File: src/sdram_cfg_pkg.sv
// Constants, field layout and types of the SDRAM timing and buffer configuration block
// Notes on behaviour
// - Activate waits the programmed precharge-to-activate clocks, 1 to 15, after precharge.
// - Precharge waits the programmed activate-to-precharge clocks, 1 to 15, after activate.
// - Read or write waits the programmed activate-to-command clocks, never below two.
// - Buffer type from bits 22 and 20: 01 registered, 10 in-line, others reserved.
// - In-line mode enables processor-side parity and SDRAM-side ECC or parity.
// - Ten-bit burst counter reloads on each read or write; expiry issues precharge.
// - Bit 15 set selects registered modules; cleared selects unbuffered modules.
// - With registered modules write data is driven one cycle after the command.
// - Power-up configuration writes the mode-word field into the SDRAM mode register.
// - CAS latency codes 001, 010, 011 mean one, two, three clocks; others reserved.
// - The fourteen-bit mode word has seven zero bits above the programmed field.
// - In 32-bit path, bit 23 clear means four-beat ROM; bursts split in two.
// - Bit 21 set enables the extended 128 Mbyte ROM space; clear disables it.
package sdram_cfg_pkg;

  // ---------------------------------------------------------------
  // Register map
  // ---------------------------------------------------------------
  localparam logic [11:0] ADDR_CFG4   = 12'h0fc;
  localparam logic [11:0] ADDR_CTRL   = 12'h100;
  localparam logic [11:0] ADDR_STATUS = 12'h104;

  localparam logic [31:0] CFG4_RESET  = 32'h0010_0000;
  localparam logic [31:0] CFG4_WMASK  = 32'hfffe_ffff;

  // ---------------------------------------------------------------
  // Field positions
  // ---------------------------------------------------------------
  localparam int PRE_TO_ACT_LSB  = 28;
  localparam int ACT_TO_PRE_LSB  = 24;
  localparam int ROM_BURST_BIT   = 23;
  localparam int BUF_HI_BIT      = 22;
  localparam int EXT_ROM_BIT     = 21;
  localparam int BUF_LO_BIT      = 20;
  localparam int BST_HI_LSB      = 18;
  localparam int REG_MODULE_BIT  = 15;
  localparam int MODE_LSB        = 8;
  localparam int CAS_LSB         = 12;
  localparam int WRAP_BIT        = 11;
  localparam int BLEN_LSB        = 8;
  localparam int ACT_TO_RW_LSB   = 4;
  localparam int BST_LO_LSB      = 0;
  localparam int CTRL_BST_LSB    = 0;
  localparam int CTRL_INIT_BIT   = 8;
  localparam int CTRL_DP32_BIT   = 9;

  // ---------------------------------------------------------------
  // Values
  // ---------------------------------------------------------------
  localparam logic [3:0] CTRL_BST_RESET  = 4'h0;
  localparam logic [3:0] ACT_TO_RW_MIN   = 4'h2;
  localparam logic [1:0] BUF_REGISTERED  = 2'h1;
  localparam logic [1:0] BUF_INLINE      = 2'h2;
  localparam logic [4:0] MODE_OPCODE     = 5'h00;
  localparam logic [1:0] MODE_PAD        = 2'h0;
  localparam logic [2:0] BLEN_FOUR       = 3'h2;
  localparam logic       WRAP_SEQ        = 1'b0;
  localparam logic [7:0] GAP_MAX         = 8'hff;

  typedef enum logic [2:0] {
    CMD_NOP = 3'h0,
    CMD_ACT = 3'h1,
    CMD_RD  = 3'h2,
    CMD_WR  = 3'h3,
    CMD_PRE = 3'h4,
    CMD_MRS = 3'h5
  } sd_cmd_t;

  typedef enum logic [1:0] {
    OP_ACT = 2'h0,
    OP_RD  = 2'h1,
    OP_WR  = 2'h2,
    OP_PRE = 2'h3
  } req_op_t;

  typedef enum logic [1:0] {
    ST_RESET  = 2'h0,
    ST_MODE   = 2'h1,
    ST_CLOSED = 2'h3,
    ST_OPEN   = 2'h2
  } ctl_state_t;

endpackage

File: src/sdram_timing_buffer_config.sv
// SDRAM timing enforcement and buffer configuration with an APB register port
//
// Added by the designer: register access over APB.
`timescale 1ns/1ps
module sdram_timing_buffer_config
  import sdram_cfg_pkg::*;
(
  input  wire logic        pclk,
  input  wire logic        presetn,
  input  wire logic        psel,
  input  wire logic        penable,
  input  wire logic        pwrite,
  input  wire logic [11:0] paddr,
  input  wire logic [31:0] pwdata,
  output      logic [31:0] prdata,
  output      logic        pready,
  output      logic        pslverr,
  input  wire logic        req_valid,
  input  wire logic [1:0]  req_op,
  output      logic        req_ack,
  output      logic [2:0]  sd_cmd,
  output      logic [13:0] sd_addr,
  output      logic        wdata_oe,
  output      logic [1:0]  cas_latency_clocks,
  output      logic        registered_module_select,
  output      logic        inline_ecc_enable,
  output      logic        cpu_parity_enable,
  output      logic        rom_two_transactions,
  output      logic        extended_rom_enable
);

  // ---------------------------------------------------------------
  // State
  // ---------------------------------------------------------------
  typedef struct packed {
    logic [31:0] cfg4;
    logic [3:0]  bst_mid;
    logic        dp32;
    logic        init_req;
    ctl_state_t  state;
    logic [3:0]  pre_cnt;
    logic [3:0]  act_pre_cnt;
    logic [3:0]  act_rw_cnt;
    logic [9:0]  burst_cnt;
    logic        burst_run;
    sd_cmd_t     cmd;
    logic [13:0] addr;
    logic        wdata_oe;
    logic        wdata_late;
    logic        ack;
    logic [31:0] prdata;
    logic        pready;
    logic        pslverr;
    logic [1:0]  cas;
    logic        regmod;
    logic        ecc_en;
    logic        par_en;
    logic        rom_split;
    logic        ext_rom;
    logic        mode_bad;
    logic [7:0]  since_pre;
    logic [7:0]  since_act;
  } ctl_t;

  ctl_t s_ff;
  ctl_t nxt_s;

  // ---------------------------------------------------------------
  // Decoders
  // ---------------------------------------------------------------
  // Zero is not a legal interval code; it is treated as one clock
  function automatic logic [3:0] clocks_of(input logic [3:0] code);
    clocks_of = (code == 4'h0) ? 4'h1 : code;
  endfunction

  function automatic logic [3:0] rw_clocks(input logic [3:0] code);
    rw_clocks = (code < ACT_TO_RW_MIN) ? ACT_TO_RW_MIN : code;
  endfunction

  function automatic logic [1:0] cas_clocks(input logic [2:0] code);
    case (code)
      3'h1:    cas_clocks = 2'h1;
      3'h2:    cas_clocks = 2'h2;
      3'h3:    cas_clocks = 2'h3;
      default: cas_clocks = 2'h0;
    endcase
  endfunction

  // 0 unmapped, 1 config, 2 control, 3 status
  function automatic logic [1:0] reg_sel(input logic [11:0] a);
    case (a)
      ADDR_CFG4:   reg_sel = 2'h1;
      ADDR_CTRL:   reg_sel = 2'h2;
      ADDR_STATUS: reg_sel = 2'h3;
      default:     reg_sel = 2'h0;
    endcase
  endfunction

  logic [3:0] f_pre_act;
  logic [3:0] f_act_pre;
  logic [3:0] f_act_rw;
  logic [1:0] f_buf;
  logic [9:0] f_burst;
  logic [6:0] f_mode;

  assign f_pre_act = s_ff.cfg4[PRE_TO_ACT_LSB +: 4];
  assign f_act_pre = s_ff.cfg4[ACT_TO_PRE_LSB +: 4];
  assign f_act_rw  = s_ff.cfg4[ACT_TO_RW_LSB +: 4];
  assign f_buf     = {s_ff.cfg4[BUF_HI_BIT], s_ff.cfg4[BUF_LO_BIT]};
  assign f_burst   = {s_ff.cfg4[BST_HI_LSB +: 2], s_ff.bst_mid, s_ff.cfg4[BST_LO_LSB +: 4]};
  assign f_mode    = s_ff.cfg4[MODE_LSB +: 7];

  // ---------------------------------------------------------------
  // Next state
  // ---------------------------------------------------------------
  always_comb
  begin
    logic setup;
    logic access;
    logic take;
    logic [1:0] sel;
    logic init_set;
    setup  = psel && !penable;
    access = psel && penable && s_ff.pready;
    take   = req_valid && !s_ff.ack;
    sel    = reg_sel(paddr);
    init_set = access && pwrite && (sel == 2'h2) && pwdata[CTRL_INIT_BIT];
    nxt_s  = s_ff;

    nxt_s.ack        = 1'b0;
    nxt_s.cmd        = CMD_NOP;
    nxt_s.wdata_oe   = s_ff.wdata_late;
    nxt_s.wdata_late = 1'b0;
    if (s_ff.pre_cnt != 4'h0)
      nxt_s.pre_cnt = s_ff.pre_cnt - 4'h1;
    if (s_ff.act_pre_cnt != 4'h0)
      nxt_s.act_pre_cnt = s_ff.act_pre_cnt - 4'h1;
    if (s_ff.act_rw_cnt != 4'h0)
      nxt_s.act_rw_cnt = s_ff.act_rw_cnt - 4'h1;
    if (s_ff.burst_cnt != 10'h000)
      nxt_s.burst_cnt = s_ff.burst_cnt - 10'h001;

    // APB: one setup cycle, then an access cycle with pready high
    nxt_s.pready = setup;
    if (setup)
    begin
      nxt_s.pslverr = (sel == 2'h0);
      case (sel)
        2'h1:    nxt_s.prdata = s_ff.cfg4;
        2'h2:    nxt_s.prdata = {22'h0, s_ff.dp32, s_ff.init_req, 4'h0, s_ff.bst_mid};
        2'h3:    nxt_s.prdata = {s_ff.burst_cnt, 18'h0, s_ff.state,
                                 s_ff.mode_bad, s_ff.burst_run};
        default: nxt_s.prdata = 32'h0;
      endcase
    end
    if (access && pwrite)
    begin
      if (sel == 2'h1)
        nxt_s.cfg4 = pwdata & CFG4_WMASK;
      if (sel == 2'h2)
      begin
        nxt_s.bst_mid = pwdata[CTRL_BST_LSB +: 4];
        nxt_s.dp32    = pwdata[CTRL_DP32_BIT];
        if (pwdata[CTRL_INIT_BIT])
          nxt_s.init_req = 1'b1;
      end
    end

    case (s_ff.state)
      ST_RESET:
        if (s_ff.init_req)
          nxt_s.state = ST_MODE;
      ST_MODE:
      begin
        nxt_s.cmd      = CMD_MRS;
        nxt_s.addr     = {MODE_PAD, MODE_OPCODE, f_mode};
        // A start written in this very cycle wins over the clear and stays pending
        if (!init_set)
          nxt_s.init_req = 1'b0;
        nxt_s.state    = ST_CLOSED;
      end
      ST_CLOSED:
        if (take)
        begin
          if (req_op_t'(req_op) != OP_ACT)
            nxt_s.ack = 1'b1;
          else if (s_ff.pre_cnt == 4'h0)
          begin
            nxt_s.cmd         = CMD_ACT;
            nxt_s.ack         = 1'b1;
            nxt_s.act_pre_cnt = clocks_of(f_act_pre) - 4'h1;
            nxt_s.act_rw_cnt  = rw_clocks(f_act_rw) - 4'h1;
            nxt_s.state       = ST_OPEN;
          end
        end
      ST_OPEN:
        // Expiry wins over a waiting request once the activate-to-precharge interval has also run out
        if (s_ff.burst_run && s_ff.burst_cnt == 10'h000 && s_ff.act_pre_cnt == 4'h0)
          nxt_s.cmd = CMD_PRE;
        else if (take)
        begin
          case (req_op_t'(req_op))
            OP_PRE:
              if (s_ff.act_pre_cnt == 4'h0)
              begin
                nxt_s.cmd = CMD_PRE;
                nxt_s.ack = 1'b1;
              end
            OP_RD, OP_WR:
              if (s_ff.act_rw_cnt == 4'h0)
              begin
                nxt_s.cmd       = (req_op_t'(req_op) == OP_WR) ? CMD_WR : CMD_RD;
                nxt_s.ack       = 1'b1;
                nxt_s.burst_cnt = f_burst;
                nxt_s.burst_run = 1'b1;
                if (req_op_t'(req_op) == OP_WR)
                begin
                  // Registered modules latch the command one cycle before the data
                  nxt_s.wdata_late = s_ff.regmod;
                  nxt_s.wdata_oe   = !s_ff.regmod;
                end
              end
            default:
              nxt_s.ack = 1'b1;
          endcase
        end
      default:
        nxt_s.state = ST_RESET;
    endcase

    if (nxt_s.cmd == CMD_PRE)
    begin
      nxt_s.pre_cnt   = clocks_of(f_pre_act) - 4'h1;
      nxt_s.burst_run = 1'b0;
      nxt_s.state     = ST_CLOSED;
    end

    nxt_s.since_pre = (nxt_s.cmd == CMD_PRE) ? 8'h00 :
                      (s_ff.since_pre == GAP_MAX) ? GAP_MAX : s_ff.since_pre + 8'h01;
    nxt_s.since_act = (nxt_s.cmd == CMD_ACT) ? 8'h00 :
                      (s_ff.since_act == GAP_MAX) ? GAP_MAX : s_ff.since_act + 8'h01;

    nxt_s.cas       = cas_clocks(s_ff.cfg4[CAS_LSB +: 3]);
    nxt_s.mode_bad  = (nxt_s.cas == 2'h0) || (s_ff.cfg4[WRAP_BIT] != WRAP_SEQ) ||
                      (s_ff.cfg4[BLEN_LSB +: 3] != BLEN_FOUR);
    nxt_s.regmod    = s_ff.cfg4[REG_MODULE_BIT];
    nxt_s.ecc_en    = (f_buf == BUF_INLINE);
    nxt_s.par_en    = (f_buf == BUF_INLINE);
    nxt_s.rom_split = s_ff.dp32 && !s_ff.cfg4[ROM_BURST_BIT];
    nxt_s.ext_rom   = s_ff.cfg4[EXT_ROM_BIT];
  end

  // ---------------------------------------------------------------
  // Registers
  // ---------------------------------------------------------------
  always_ff @(posedge pclk or negedge presetn)
  begin
    if (!presetn)
    begin
      s_ff           <= '0;
      s_ff.cfg4      <= CFG4_RESET;
      s_ff.bst_mid   <= CTRL_BST_RESET;
      s_ff.state     <= ST_RESET;
      s_ff.cmd       <= CMD_NOP;
      s_ff.since_pre <= GAP_MAX;
      s_ff.since_act <= GAP_MAX;
    end
    else
    begin
      s_ff <= nxt_s;
    end
  end

  assign prdata                   = s_ff.prdata;
  assign pready                   = s_ff.pready;
  assign pslverr                  = s_ff.pslverr;
  assign req_ack                  = s_ff.ack;
  assign sd_cmd                   = s_ff.cmd;
  assign sd_addr                  = s_ff.addr;
  assign wdata_oe                 = s_ff.wdata_oe;
  assign cas_latency_clocks       = s_ff.cas;
  assign registered_module_select = s_ff.regmod;
  assign inline_ecc_enable        = s_ff.ecc_en;
  assign cpu_parity_enable        = s_ff.par_en;
  assign rom_two_transactions     = s_ff.rom_split;
  assign extended_rom_enable      = s_ff.ext_rom;

  // ---------------------------------------------------------------
  // Checks
  // ---------------------------------------------------------------
  chk_pre_act_gap: assert property (@(posedge pclk) disable iff (!presetn)
    (sd_cmd == CMD_ACT) |-> (s_ff.since_pre >= {4'h0, clocks_of(f_pre_act)}))
    else $error("activate issued too soon after precharge");

  chk_act_pre_gap: assert property (@(posedge pclk) disable iff (!presetn)
    (sd_cmd == CMD_PRE) |-> (s_ff.since_act >= {4'h0, clocks_of(f_act_pre)}))
    else $error("precharge issued too soon after activate");

  chk_act_rw_gap: assert property (@(posedge pclk) disable iff (!presetn)
    (sd_cmd == CMD_RD || sd_cmd == CMD_WR) |-> (s_ff.since_act >= {4'h0, rw_clocks(f_act_rw)}))
    else $error("read or write issued too soon after activate");

  chk_buf_inline: assert property (@(posedge pclk) disable iff (!presetn)
    ##1 (inline_ecc_enable && cpu_parity_enable) == ($past(f_buf) == BUF_INLINE))
    else $error("in-line checking does not follow buffer type");

  chk_burst_expiry: assert property (@(posedge pclk) disable iff (!presetn)
    (s_ff.state == ST_OPEN && s_ff.burst_run && s_ff.burst_cnt == 10'h000
     && s_ff.act_pre_cnt == 4'h0) |=> (sd_cmd == CMD_PRE))
    else $error("expired burst counter did not close the page");

  chk_wdata_normal: assert property (@(posedge pclk) disable iff (!presetn)
    (sd_cmd == CMD_WR && !$past(registered_module_select)) |-> wdata_oe ##1 !wdata_oe)
    else $error("unbuffered write data not aligned with command");

  chk_wdata_late: assert property (@(posedge pclk) disable iff (!presetn)
    (sd_cmd == CMD_WR && $past(registered_module_select)) |-> !wdata_oe ##1 wdata_oe)
    else $error("registered write data not one cycle late");

  chk_mode_word: assert property (@(posedge pclk) disable iff (!presetn)
    (sd_cmd == CMD_MRS) |-> (sd_addr == {MODE_PAD, MODE_OPCODE, $past(f_mode)}))
    else $error("mode word not formed from the programmed field");

  chk_cas_decode: assert property (@(posedge pclk) disable iff (!presetn)
    ##1 (cas_latency_clocks == (($past(s_ff.cfg4[CAS_LSB +: 3]) inside {3'h1, 3'h2, 3'h3})
         ? $past(s_ff.cfg4[CAS_LSB +: 2]) : 2'h0)))
    else $error("CAS latency decode wrong");

  chk_rom_split: assert property (@(posedge pclk) disable iff (!presetn)
    ##1 (rom_two_transactions == ($past(s_ff.dp32) && !$past(s_ff.cfg4[ROM_BURST_BIT]))))
    else $error("ROM burst split wrong");

  chk_ext_rom: assert property (@(posedge pclk) disable iff (!presetn)
    ##1 (extended_rom_enable == $past(s_ff.cfg4[EXT_ROM_BIT])))
    else $error("extended ROM enable does not follow its bit");

  chk_mode_issue: assert property (@(posedge pclk) disable iff (!presetn)
    (s_ff.state == ST_MODE) |=> (sd_cmd == CMD_MRS))
    else $error("mode register set not issued during init");

  chk_reg_module: assert property (@(posedge pclk) disable iff (!presetn)
    ##1 (registered_module_select == $past(s_ff.cfg4[REG_MODULE_BIT])))
    else $error("registered module select does not follow its bit");

  chk_buf_type: assert property (@(posedge pclk) disable iff (!presetn)
    ##1 (inline_ecc_enable ==
         ($past(s_ff.cfg4[BUF_HI_BIT]) && !$past(s_ff.cfg4[BUF_LO_BIT]))))
    else $error("in-line mode does not follow the buffer type bits");

endmodule

File: config.mk
export PLATFORM = sky130hd
export DESIGN_NAME = sdram_timing_buffer_config
export DESIGN_NICKNAME = d
export VERILOG_FILES = /design/src/sdram_cfg_pkg.sv /design/src/sdram_timing_buffer_config.sv
export SDC_FILE = /design/constraint.sdc
export NUM_CORES = 1
export LEC_CHECK = 0
export ABC_AREA = 1
export BUFFER_PORTS_ARGS = -buffer_cell sky130_fd_sc_hd__buf_2
export CORE_ASPECT_RATIO = 0.75
export CORE_MARGIN = 10
export CORE_UTILIZATION = 55
export CTS_BUF_LIST = sky130_fd_sc_hd__clkbuf_2 sky130_fd_sc_hd__clkbuf_4 sky130_fd_sc_hd__clkbuf_8
export CTS_CLUSTER_DIAMETER = 100
export DETAILED_ROUTE_END_ITERATION = 10
export PLACE_DENSITY = 0.8
export SYNTH_ARGS = -nofsm -noshare
export SYNTH_HDL_FRONTEND = slang
export SYNTH_SLANG_ARGS = --single-unit
File: constraint.sdc
create_clock -name pclk -period 2.3 [get_ports pclk]
set_input_delay 0.345 -clock pclk [delete_from_list [all_inputs] [get_ports pclk]]
set_output_delay 0.345 -clock pclk [all_outputs]
set_load 0.02 [all_outputs]
== Word-level counts from Yosys, hierarchy flattened ==
Index checks and enable logic that the tools add are counted.

* Flip-flop bits (word level): 116
* Input port bits: 52
* Memories kept: 0
* ROM bits: 0
* Output and inout port bits: 60
* Logic and storage cells: 147
* Bits in writable memories: 0
* Bits in latches: 0

* Reductions and logical operators: 41
* Bitwise operators: 0
* Add/sub/neg operators: 7
* Magnitude comparators: 1
* Shifts and indexed selects: 0
* Multipliers: 0
* Muxes and demuxes: 51
* Div/mod/pow operators: 0
* Equality and inequality tests: 23

{| class="wikitable"
|+ Operator list
! operator !! count
|-
| $pmux 32 s3 || 1
|-
| $mux 11 || 3
|-
| $mux 8 || 4
|-
| $mux 14 || 2
|-
| $eq 12x9->1 const B || 2
|-
| $mux 4 || 6
|-
| $sub 4x1->4 const B || 6
|-
| $logic_not 4->1 || 5
|-
| $pmux 2 s3 || 3
|-
| $reduce_bool 4->1 || 4
|-
| $mux 3 || 5
|-
| $eq 2x2->1 const B || 7
|-
| $mux 1 || 14
|-
| $mux 2 || 7
|-
| $eq 12x8->1 const B || 1
|-
| $ne 3x3->1 const B || 4
|-
| $reduce_bool 2->1 || 6
|-
| $logic_and 1x1->1 || 10
|-
| $logic_not 10->1 || 1
|-
| $mux 10 || 1
|-
| $reduce_and 5->1 || 2
|-
| $reduce_bool 10->1 || 1
|-
| $sub 10x1->10 const B || 1
|-
| $pmux 3 s3 || 1
|-
| other kinds (15) || 26
|}

== Logic depth before layout (Yosys ltp) ==
Gate-level depths: netlist of the first run.

* Depth in word-level cells: 10
* Gate-level depth with buffers: 15
* Gate-level depth less buffers: 15

== Worst setup path after synthesis of the first run ==
OpenSTA, ideal clock, no wires.

* Path type: flip-flop to flip-flop
* From: register s_ff[93] in the netlist's numbering
* To: register s_ff[99] in the netlist's numbering
* Library setup time: 73 ps
* Data arrival time: 1,901 ps
* Cell stages (with the launch flop): 14
* Required time: 2,227 ps
* Path buffers: 0
* Clock period less this slack: 1,974 ps
* Path slack: 326 ps
* Cells stage by stage: dfrtp_1 inv_1 ha_1 nand2_2 nor2_1 nand3_4 nand2_2 nand3_4 o21ai_2 nand2_2 ha_1 inv_1 nand3_1 a21oi_2

* Longest elaborated chain between the ends: 8
* Elaborated cells on any way between the ends: 10
* Those cells by class: eq/ne: 1; mux: 6; reduce/logical: 3

{| class="wikitable"
|+ RTL lines
! element !! RTL line !! text
|-
| start, declared || sdram_timing_buffer_config.sv:65 || <nowiki>ctl_t s_ff;</nowiki>
|-
| start signal, assigned || sdram_timing_buffer_config.sv:270 || <nowiki>s_ff <= nxt_s;</nowiki>
|-
| $logic_not 4->1 * || sdram_timing_buffer_config.sv:198, sdram_timing_buffer_config.sv:204 ||
|-
| $mux 3 || sdram_timing_buffer_config.sv:204 || <nowiki>if (s_ff.act_pre_cnt == 4'h0)</nowiki>
|-
| $pmux 3 s2 || sdram_timing_buffer_config.sv:202 || <nowiki>case (req_op_t'(req_op))</nowiki>
|-
| $mux 14 || sdram_timing_buffer_config.sv:200 || <nowiki>else if (take)</nowiki>
|-
| $mux 3 * || sdram_timing_buffer_config.sv:198 || <nowiki>if (s_ff.burst_run && s_ff.burst_cnt == 10'h000 && s_ff.act_pre_cnt == 4'h0)</nowiki>
|-
| $pmux 3 s3 * || sdram_timing_buffer_config.sv:169 || <nowiki>case (s_ff.state)</nowiki>
|-
| $eq 3x3->1 * || n/a ||
|-
| $mux 6 / $reduce_bool 2->1 (equally long branches) || n/a ||
|}

Every way passes the cells marked *; elsewhere a longest branch is shown, timed or not. The select of a mux whose other input is x is not followed.
A chain may end at the register's enable or synchronous reset.

== Worst setup path after layout of the first run ==
Ends and elaborated chain as after synthesis.

==> reports/qor.log, run 1 <==
qor: cts.cts_tree built
qor: route.met3_length 1100 um
qor: global_route.grtUsageTotal 0.200
qor: power_and_ir_drop.vdd.ir_drop.worst 0.000529 V
qor: route.firstDrtPassIters 6
qor: global_route.maximum_number_of_pins_on_one_net_before_global_route_repair 44
qor: critical_path.critical-path-slowest-cell dfrtp_1
qor: final_layout.area_growth 15.4%
qor: critical_path.critical_path.cell_chain inv_1 -> ha_4 -> nand2_2 -> nor2_4 -> nand3_4 -> nand2_2 -> nand3_4 -> o21bai_1 -> nand2_2 -> ha_1 -> inv_1 -> nand3_1 -> a21oi_2
qor: critical_path.crit_path_max_incr_delay 0.38 ns
qor: floorplanning.placementRows 32
qor: run.max_cap_viol_count 0
qor: route.met1Wirelength 6090 um
qor: timing.layout_worst_path_cycle_share 0.949
qor: floorplanning.fp.coreArea 10,200 sq um
qor: timing.clock.fmax 0.458 GHz
qor: final_layout.mostFrequentLayoutCells nand2_1 (151), dfrtp_1 (114), buf_2 (101)
qor: yosys.gate_count_of_the_mapped_netlist 643
qor: floorplanning.floorplan.initialDensity 0.561
qor: global_route.globalRouteOverflowTotal 0
qor: final_layout.drive_above_1_share 0.271
qor: critical_path.number_of_cell_instances_on_the_worst_register_to_register_path 13
qor: yosys.count_of_state_elements_after_synthesis 115
qor: cts.clk_latency 0.45 ns
qor: cts.cts_root_buf clkbuf_8
qor: worst_hold_path.hold-path-cell-count 2
qor: timing.timing.final.max_slew_violations 0
qor: route.met2_wirelength 7200 um
qor: critical_path.arrival 2.56 ns
qor: critical_path.regToRegSetupSlack 0.12 ns
qor: final_layout.final_net_count 781
qor: critical_path.r2r_end s_ff[99]
qor: final_layout.antenna_cells 0
qor: floorplanning.die_y 109 um
qor: timing.timing.final.crit_period 2.18 ns
qor: critical_path.worstSetupEndpointType flop
qor: route.drt_wl_total 14,700 um
qor: placed_design.gp_routability_congestion 0.860
qor: worst_hold_path.hold_class in -> reg
qor: yosys.cell_types_with_the_largest_area_share_after_synthesis dfrtp_1 (50%), nand2_1 (9.8%), buf_4 (6.9%)
qor: final_layout.utilization 0.648
qor: yosys.synth.cell_area 5750 sq um
qor: final_layout.design_area 6640 sq um
qor: cts.cts.clk_slew.worst_paths 0.08 ns
qor: yosys.yosys_top_cell_by_area dfrtp_1
qor: critical_path.crit_type reg -> reg
qor: placed_design.port_buffers 102
qor: cts.h_tree_level_count 4
qor: critical_path.crit_path_frequent_cell nand2_2
qor: critical_path.crit-reg2reg-launch s_ff[93]
qor: floorplanning.top_level_ports 112
qor: timing.timing.slew.headroom 0.618
qor: yosys.synth_warnings 0
qor: timing.setup-violations-final 0
qor: timing.grt_setup_unrepaired false
qor: yosys.yosys.cell_types.count 44
qor: yosys.syn-mean-instance-area 8.95 sq um
qor: global_route.grt_first_pass_wirelength 24,200 um
qor: final_layout.fill_cell_instance_count_of_the_final_layout 839
qor: cts.clock_path_buffers 2
qor: placed_design.placed_area 6140 sq um
qor: critical_path.critPathMaxFanout 6
qor: route.detail-route-antenna-nets 0
qor: critical_path.critPathLaunch s_ff[93]
qor: cts.clock_sinks 115
qor: route.initialDrtViolationCount 410
qor: critical_path.start_kind flop
qor: placed_design.dp.final_hpwl 10,800 um
qor: route.wl_per_cell 17.0 um
qor: final_layout.final-seq-area 2880 sq um
qor: timing.final.hold.worst_slack 0.0998 ns
qor: floorplanning.die_width 138 um
qor: timing.final.setup.tns 0 ns
qor: global_route.first_global_vias 4,949
qor: power_and_ir_drop.power_per_cell_area 881 nW/um^2
qor: critical_path.worst_ep_required 2.68 ns
qor: status.outcome completed
qor: floorplanning.die_area 15,000 sq um
qor: yosys.synth_top_cell_area_share 0.496
qor: timing.worstMarginPinSlew 0.573 ns
qor: route.route.vias.total 4,596
qor: timing.timing.final.hold_violations 0
qor: critical_path.critPathCapture s_ff[99]
qor: cts.cts_made_buffers 17
qor: route.drt_drc_violations_left 0
qor: route.detail_route.vias_per_cell 5.30
qor: power_and_ir_drop.total_leakage_power 0.00358 uW
qor: yosys.synth-seq-area-share 0.500
qor: global_route.antenna_violations_before_repair 0
qor: route.maxUsedRoutingLayer met4
qor: final_layout.multiInputGateArea 2220 sq um
qor: timing.clock_skew 0.0102 ns
qor: final_layout.layout_commonest_cell nand2_1
layer usage:
layer / GRT usage / vias to the layer above
met5: 0 / -
met3: 0.0710 / 30
met1: 0.241 / 2218
li1: - / 2166
met2: 0.328 / 182
met4: 0.0743 / 0
kinds of logic after synthesis:
logic type / after synthesis / share of synthesized area
AOI/OAI and AO/OA: 89 / 0.0881
xor gates and xnor gates: 8 / 0.0122
adders and majority gates: 11 / 0.0239
buffers and inverters: 137 / 0.124
DFF: 115 / 0.500
muxes: 27 / 0.0526
other: 1 / 0.000652
and+or+nand+nor: 255 / 0.198
worst max-delay path: cells and delay by family, from the launching register on:
| kind | cells | cell delay (ns) |
|---|---|---|
| simple gates | 7 | 0.79 |
| fa+ha+maj | 2 | 0.38 |
| flops | 1 | 0.38 |
| buf+inv | 2 | 0.19 |
| compound gates | 2 | 0.36 |
worst min path at each step:
stage / endpoint / slack, ns / start
detailed placement: s_ff[92] / 0.39 / presetn
CTS: f_pre_act[2] / 0.1 / pwdata[30]
finish: f_pre_act[2] / 0.1 / pwdata[30]
global route: nxt_s[21] / 0.1 / pwdata[15]
floorplan: cas_latency_clocks[0] / 0.05 / presetn
global placement: s_ff[92] / 0.37 / presetn
synth_stat cells, drive strengths merged:
master,count
a21oi,13
a22oi,2
a31oi,3
a32o,2
buf,56
clkbuf,11
conb,1
dfrtp,114
dfstp,1
ha,11
inv,70
mux2,26
mux2i,1
nand2,162
nand3,32
nand4,4
nor2,44
nor3,9
nor4,2
o211ai,2
o21ai,54
o21bai,1
o22ai,7
o31a,1
o31ai,3
o32ai,1
or2,2
xnor2,4
xor2,4
power by group:
| part | total, uW | switching (uW) | internal (uW) | leakage (uW) |
|---|---|---|---|---|
| Clock | 2120 | 902 | 1220 | 0.000220 |
| Sequential | 2390 | 160 | 2230 | 0.00154 |
| Combinational | 1340 | 834 | 502 | 0.00182 |
metrics by stage:
stage	setup WS, ns	total power [uW]	cells
global placement	0.202	3610	833
global route	0.00122	6170	867
CTS	0.00805	5800	866
floorplan	0.326	3310	650
detailed placement	0.0566	3670	833
finish	0.118	5850	867
area by class of cell:
| type | instances | share of cell area |
|---|---|---|
| Multi-Input combinational cell | 398 | 0.335 |
| Inverter | 70 | 0.0396 |
| Clock inverter | 14 | 0.0303 |
| Clock buffer | 18 | 0.0373 |
| Timing Repair Buffer | 116 | 0.0991 |
| Sequential cell | 115 | 0.433 |
| Tap cell | 136 | 0.0256 |
sequential cells by signal, indices dropped and copies added, names as in the netlist, 2 cells and up:
signal / count
s_ff: 31
sd_addr: 7
sd_cmd: 3
f_burst: 10
f_act_rw: 4
nxt_s: 2
prdata: 31
f_buf: 2
f_act_pre: 4
cas_latency_clocks: 2
f_mode: 7
f_pre_act: 4
repair_timing:
item / 4_1_cts / 5_1_grt
endpoints found under the setup margin: 0 / 4
setup buffers: 0 / 1
endpoints found under the hold margin: 41 / 0
resized for setup: 0 / 9
hold buffers: 1 / 0
Note: power is estimated with default switching activity, not from simulation.
==> run 2, diff against run 1 <==
--- a/config.mk
+++ b/config.mk
@@ -6,14 +6,14 @@
 export NUM_CORES = 1
 export LEC_CHECK = 0
 export ABC_AREA = 1
-export BUFFER_PORTS_ARGS = -buffer_cell sky130_fd_sc_hd__buf_2
 export CORE_ASPECT_RATIO = 0.75
 export CORE_MARGIN = 10
 export CORE_UTILIZATION = 55
 export CTS_BUF_LIST = sky130_fd_sc_hd__clkbuf_2 sky130_fd_sc_hd__clkbuf_4 sky130_fd_sc_hd__clkbuf_8
 export CTS_CLUSTER_DIAMETER = 100
 export DETAILED_ROUTE_END_ITERATION = 10
-export PLACE_DENSITY = 0.8
+export DONT_BUFFER_PORTS = 1
+export PLACE_DENSITY = 0.7
 export SYNTH_ARGS = -nofsm -noshare
 export SYNTH_HDL_FRONTEND = slang
 export SYNTH_SLANG_ARGS = --single-unit
==> constraint.sdc (replaced) <==
create_clock -name pclk -period 2.3 [get_ports pclk]
set_input_delay 0.345 -clock pclk [delete_from_list [all_inputs] [get_ports pclk]]
set_output_delay 0.345 -clock pclk [all_outputs]
set_load 0.1 [all_outputs]
==> run 2 against run 1 <==
  * Die area unchanged
  * The flow now finishes with violations (hold timing)
  * Clock power decreased by 20%
  * Worst setup slack improved by 0.039 ns
  * Utilization decreased by 2.6 points
  * Cell count decreased by 6.2%
  * Highest routed layer unchanged
  * Largest power group unchanged
  * Non-clock buffer count decreased by 54
==> reports/qor.log, run 2 (same netlist as run 1, synthesis figures left out) <==
qor: critical_path.worstSetupEndpointType flop
qor: timing.clock.fmax 0.467 GHz
qor: timing.timing.final.max_slew_violations 0
qor: global_route.antenna_violations_before_repair 0
qor: floorplanning.top_level_ports 112
qor: status.failed_checks hold timing
qor: timing.setup-violations-final 0
qor: route.detail-route-antenna-nets 0
qor: critical_path.crit-reg2reg-launch s_ff[89]
qor: worst_hold_path.hold_class in -> async
qor: critical_path.start_kind flop
qor: final_layout.drive_above_1_share 0.223
qor: global_route.globalRouteOverflowTotal 0
qor: floorplanning.die_width 138 um
qor: route.route.vias.total 4,236
qor: cts.clock_path_buffers 2
qor: critical_path.crit_path_max_incr_delay 0.38 ns
qor: critical_path.arrival 2.50 ns
qor: power_and_ir_drop.vdd.ir_drop.worst 0.000571 V
qor: critical_path.crit_type reg -> reg
qor: timing.timing.final.crit_period 2.14 ns
qor: critical_path.r2r_end s_ff[99]
qor: placed_design.port_buffers 0
qor: cts.cts.clk_slew.worst_paths 0.07 ns
qor: run.max_cap_viol_count 0
qor: floorplanning.die_area 15,000 sq um
qor: floorplanning.floorplan.initialDensity 0.561
qor: critical_path.number_of_cell_instances_on_the_worst_register_to_register_path 15
qor: floorplanning.die_y 109 um
qor: timing.final.hold.worst_slack -0.392 ns
qor: critical_path.critical_path.cell_chain inv_1 -> ha_2 -> nand3_2 -> inv_2 -> nand2_1 -> nor2_2 -> nand2_2 -> nand3_4 -> nor2_8 -> nand2_2 -> nand2_2 -> ha_1 -> inv_1 -> nand3_1 -> a21oi_2
qor: power_and_ir_drop.finalPower 5440 uW
qor: final_layout.antenna_cells 0
qor: floorplanning.placementRows 32
qor: cts.clk_latency 0.43 ns
qor: global_route.maximum_number_of_pins_on_one_net_before_global_route_repair 116
qor: route.wl_per_cell 16.6 um
qor: final_layout.area_growth 10.7%
qor: status.outcome complete, but fails checks
qor: timing.clock_skew 0.00954 ns
qor: critical_path.critPathMaxFanout 7
qor: critical_path.regToRegSetupSlack 0.16 ns
qor: cts.clock_sinks 115
qor: timing.worstMarginPinSlew 0.568 ns
qor: critical_path.critical-path-slowest-cell dfrtp_1
qor: cts.cts_tree built
qor: critical_path.critPathLaunch s_ff[89]
qor: final_layout.mostFrequentLayoutCells nand2_1 (151), dfrtp_1 (111), inv_1 (65)
qor: critical_path.crit_path_frequent_cell nand2_2
qor: power_and_ir_drop.power_per_cell_area 853 nW/um^2
qor: global_route.grt_first_pass_wirelength 22,000 um
qor: floorplanning.fp.coreArea 10,200 sq um
qor: route.detail_route.vias_per_cell 5.21
qor: final_layout.layout_commonest_cell nand2_1
qor: cts.cts_root_buf clkbuf_8
qor: cts.h_tree_level_count 4
qor: placed_design.gp_routability_congestion 0.899
qor: timing.timing.slew.headroom 0.621
qor: route.drt_drc_violations_left 0
qor: timing.timing.final.hold_violations 115
qor: route.drt_wl_total 13,500 um
qor: power_and_ir_drop.total_leakage_power 0.00329 uW
qor: timing.final.setup.tns 0 ns
qor: route.firstDrtPassIters 4
qor: critical_path.worst_ep_required 2.66 ns
qor: placed_design.dp.final_hpwl 9920 um
qor: global_route.first_global_vias 4,349
qor: timing.layout_worst_path_cycle_share 0.932
qor: route.initialDrtViolationCount 324
qor: global_route.grtUsageTotal 0.181
qor: final_layout.final_net_count 727
qor: cts.cts_made_buffers 17
qor: final_layout.fill_cell_instance_count_of_the_final_layout 889
run 2: cell count changes in the layout (fill, tap and decap cells not counted), sizes merged:
cell,previous run,this run
buf,115,62
bufinv,4,0
clkbuf,18,19
clkinv,5,4
clkinvlp,2,4
dlygate4sd3,1,0
inv,73,75
run 2: final cells by class:
type / instances / area, sq um / area share
flip-flops and latches: 115 / 2880 / 0.452
multi-input cells: 398 / 2220 / 0.348
repair buffers: 62 / 478 / 0.0750
inverters: 70 / 263 / 0.0412
clock buffers: 19 / 262 / 0.0410
well taps: 136 / 170 / 0.0267
clock inverters: 13 / 101 / 0.0159
run 2: routing by layer:
metal	share of wire	global-route usage	vias up	routed length [um]
li1	-	-	2058	-
met1	0.43	0.225	2026	5860
met2	0.49	0.296	132	6570
met3	0.068	0.0556	20	922
met4	0.013	0.0601	0	180
met5	0	0	-	0
run 2: worst max-delay path by stage:
stage               end
2_1_floorplan  s_ff[99]
3_3_place_gp   s_ff[99]
3_5_place_dp   s_ff[99]
4_1_cts        s_ff[99]
5_1_grt        s_ff[99]
6_report       s_ff[99]
run 2: critical path, delay by kind of cell (launching register included):
kind / cells / cell delay (ns)
fa+ha+maj: 2 / 0.43
simple gates: 9 / 0.87
buf+inv: 3 / 0.25
compound gates: 1 / 0.14
flops: 1 / 0.38
run 2: where the power goes:
part           total [uW]  switching (uW)  internal, uW
Clock                1690             879           816
Sequential           2400             163          2230
Combinational        1350             872           474
Total                5440            1910          3520
run 2: timing repair:
action / in CTS / in global routing
endpoints found under the hold margin: 115 / 115
endpoints found under the setup margin: 0 / 11
buffers inserted: 0 / 3
gates resized for setup: 0 / 11
run 2: stage by stage:
| stage | hold WS, ns | cell area (sq um) | setup WS (ns) | instances | utilization |
|---|---|---|---|---|---|
| 3_5_place_dp | 0.0536 | 5960 | 0.0958 | 778 | 0.581 |
| 6_report | -0.392 | 6370 | 0.157 | 813 | 0.622 |
| 3_3_place_gp | 0.0541 | 5960 | 0.212 | 778 | 0.581 |
| 2_1_floorplan | 0.0494 | 5780 | 0.209 | 650 | - |
| 5_1_grt | -0.423 | 6370 | -0.00689 | 813 | 0.622 |
| 4_1_cts | -0.416 | 6320 | 0.0740 | 810 | 0.617 |
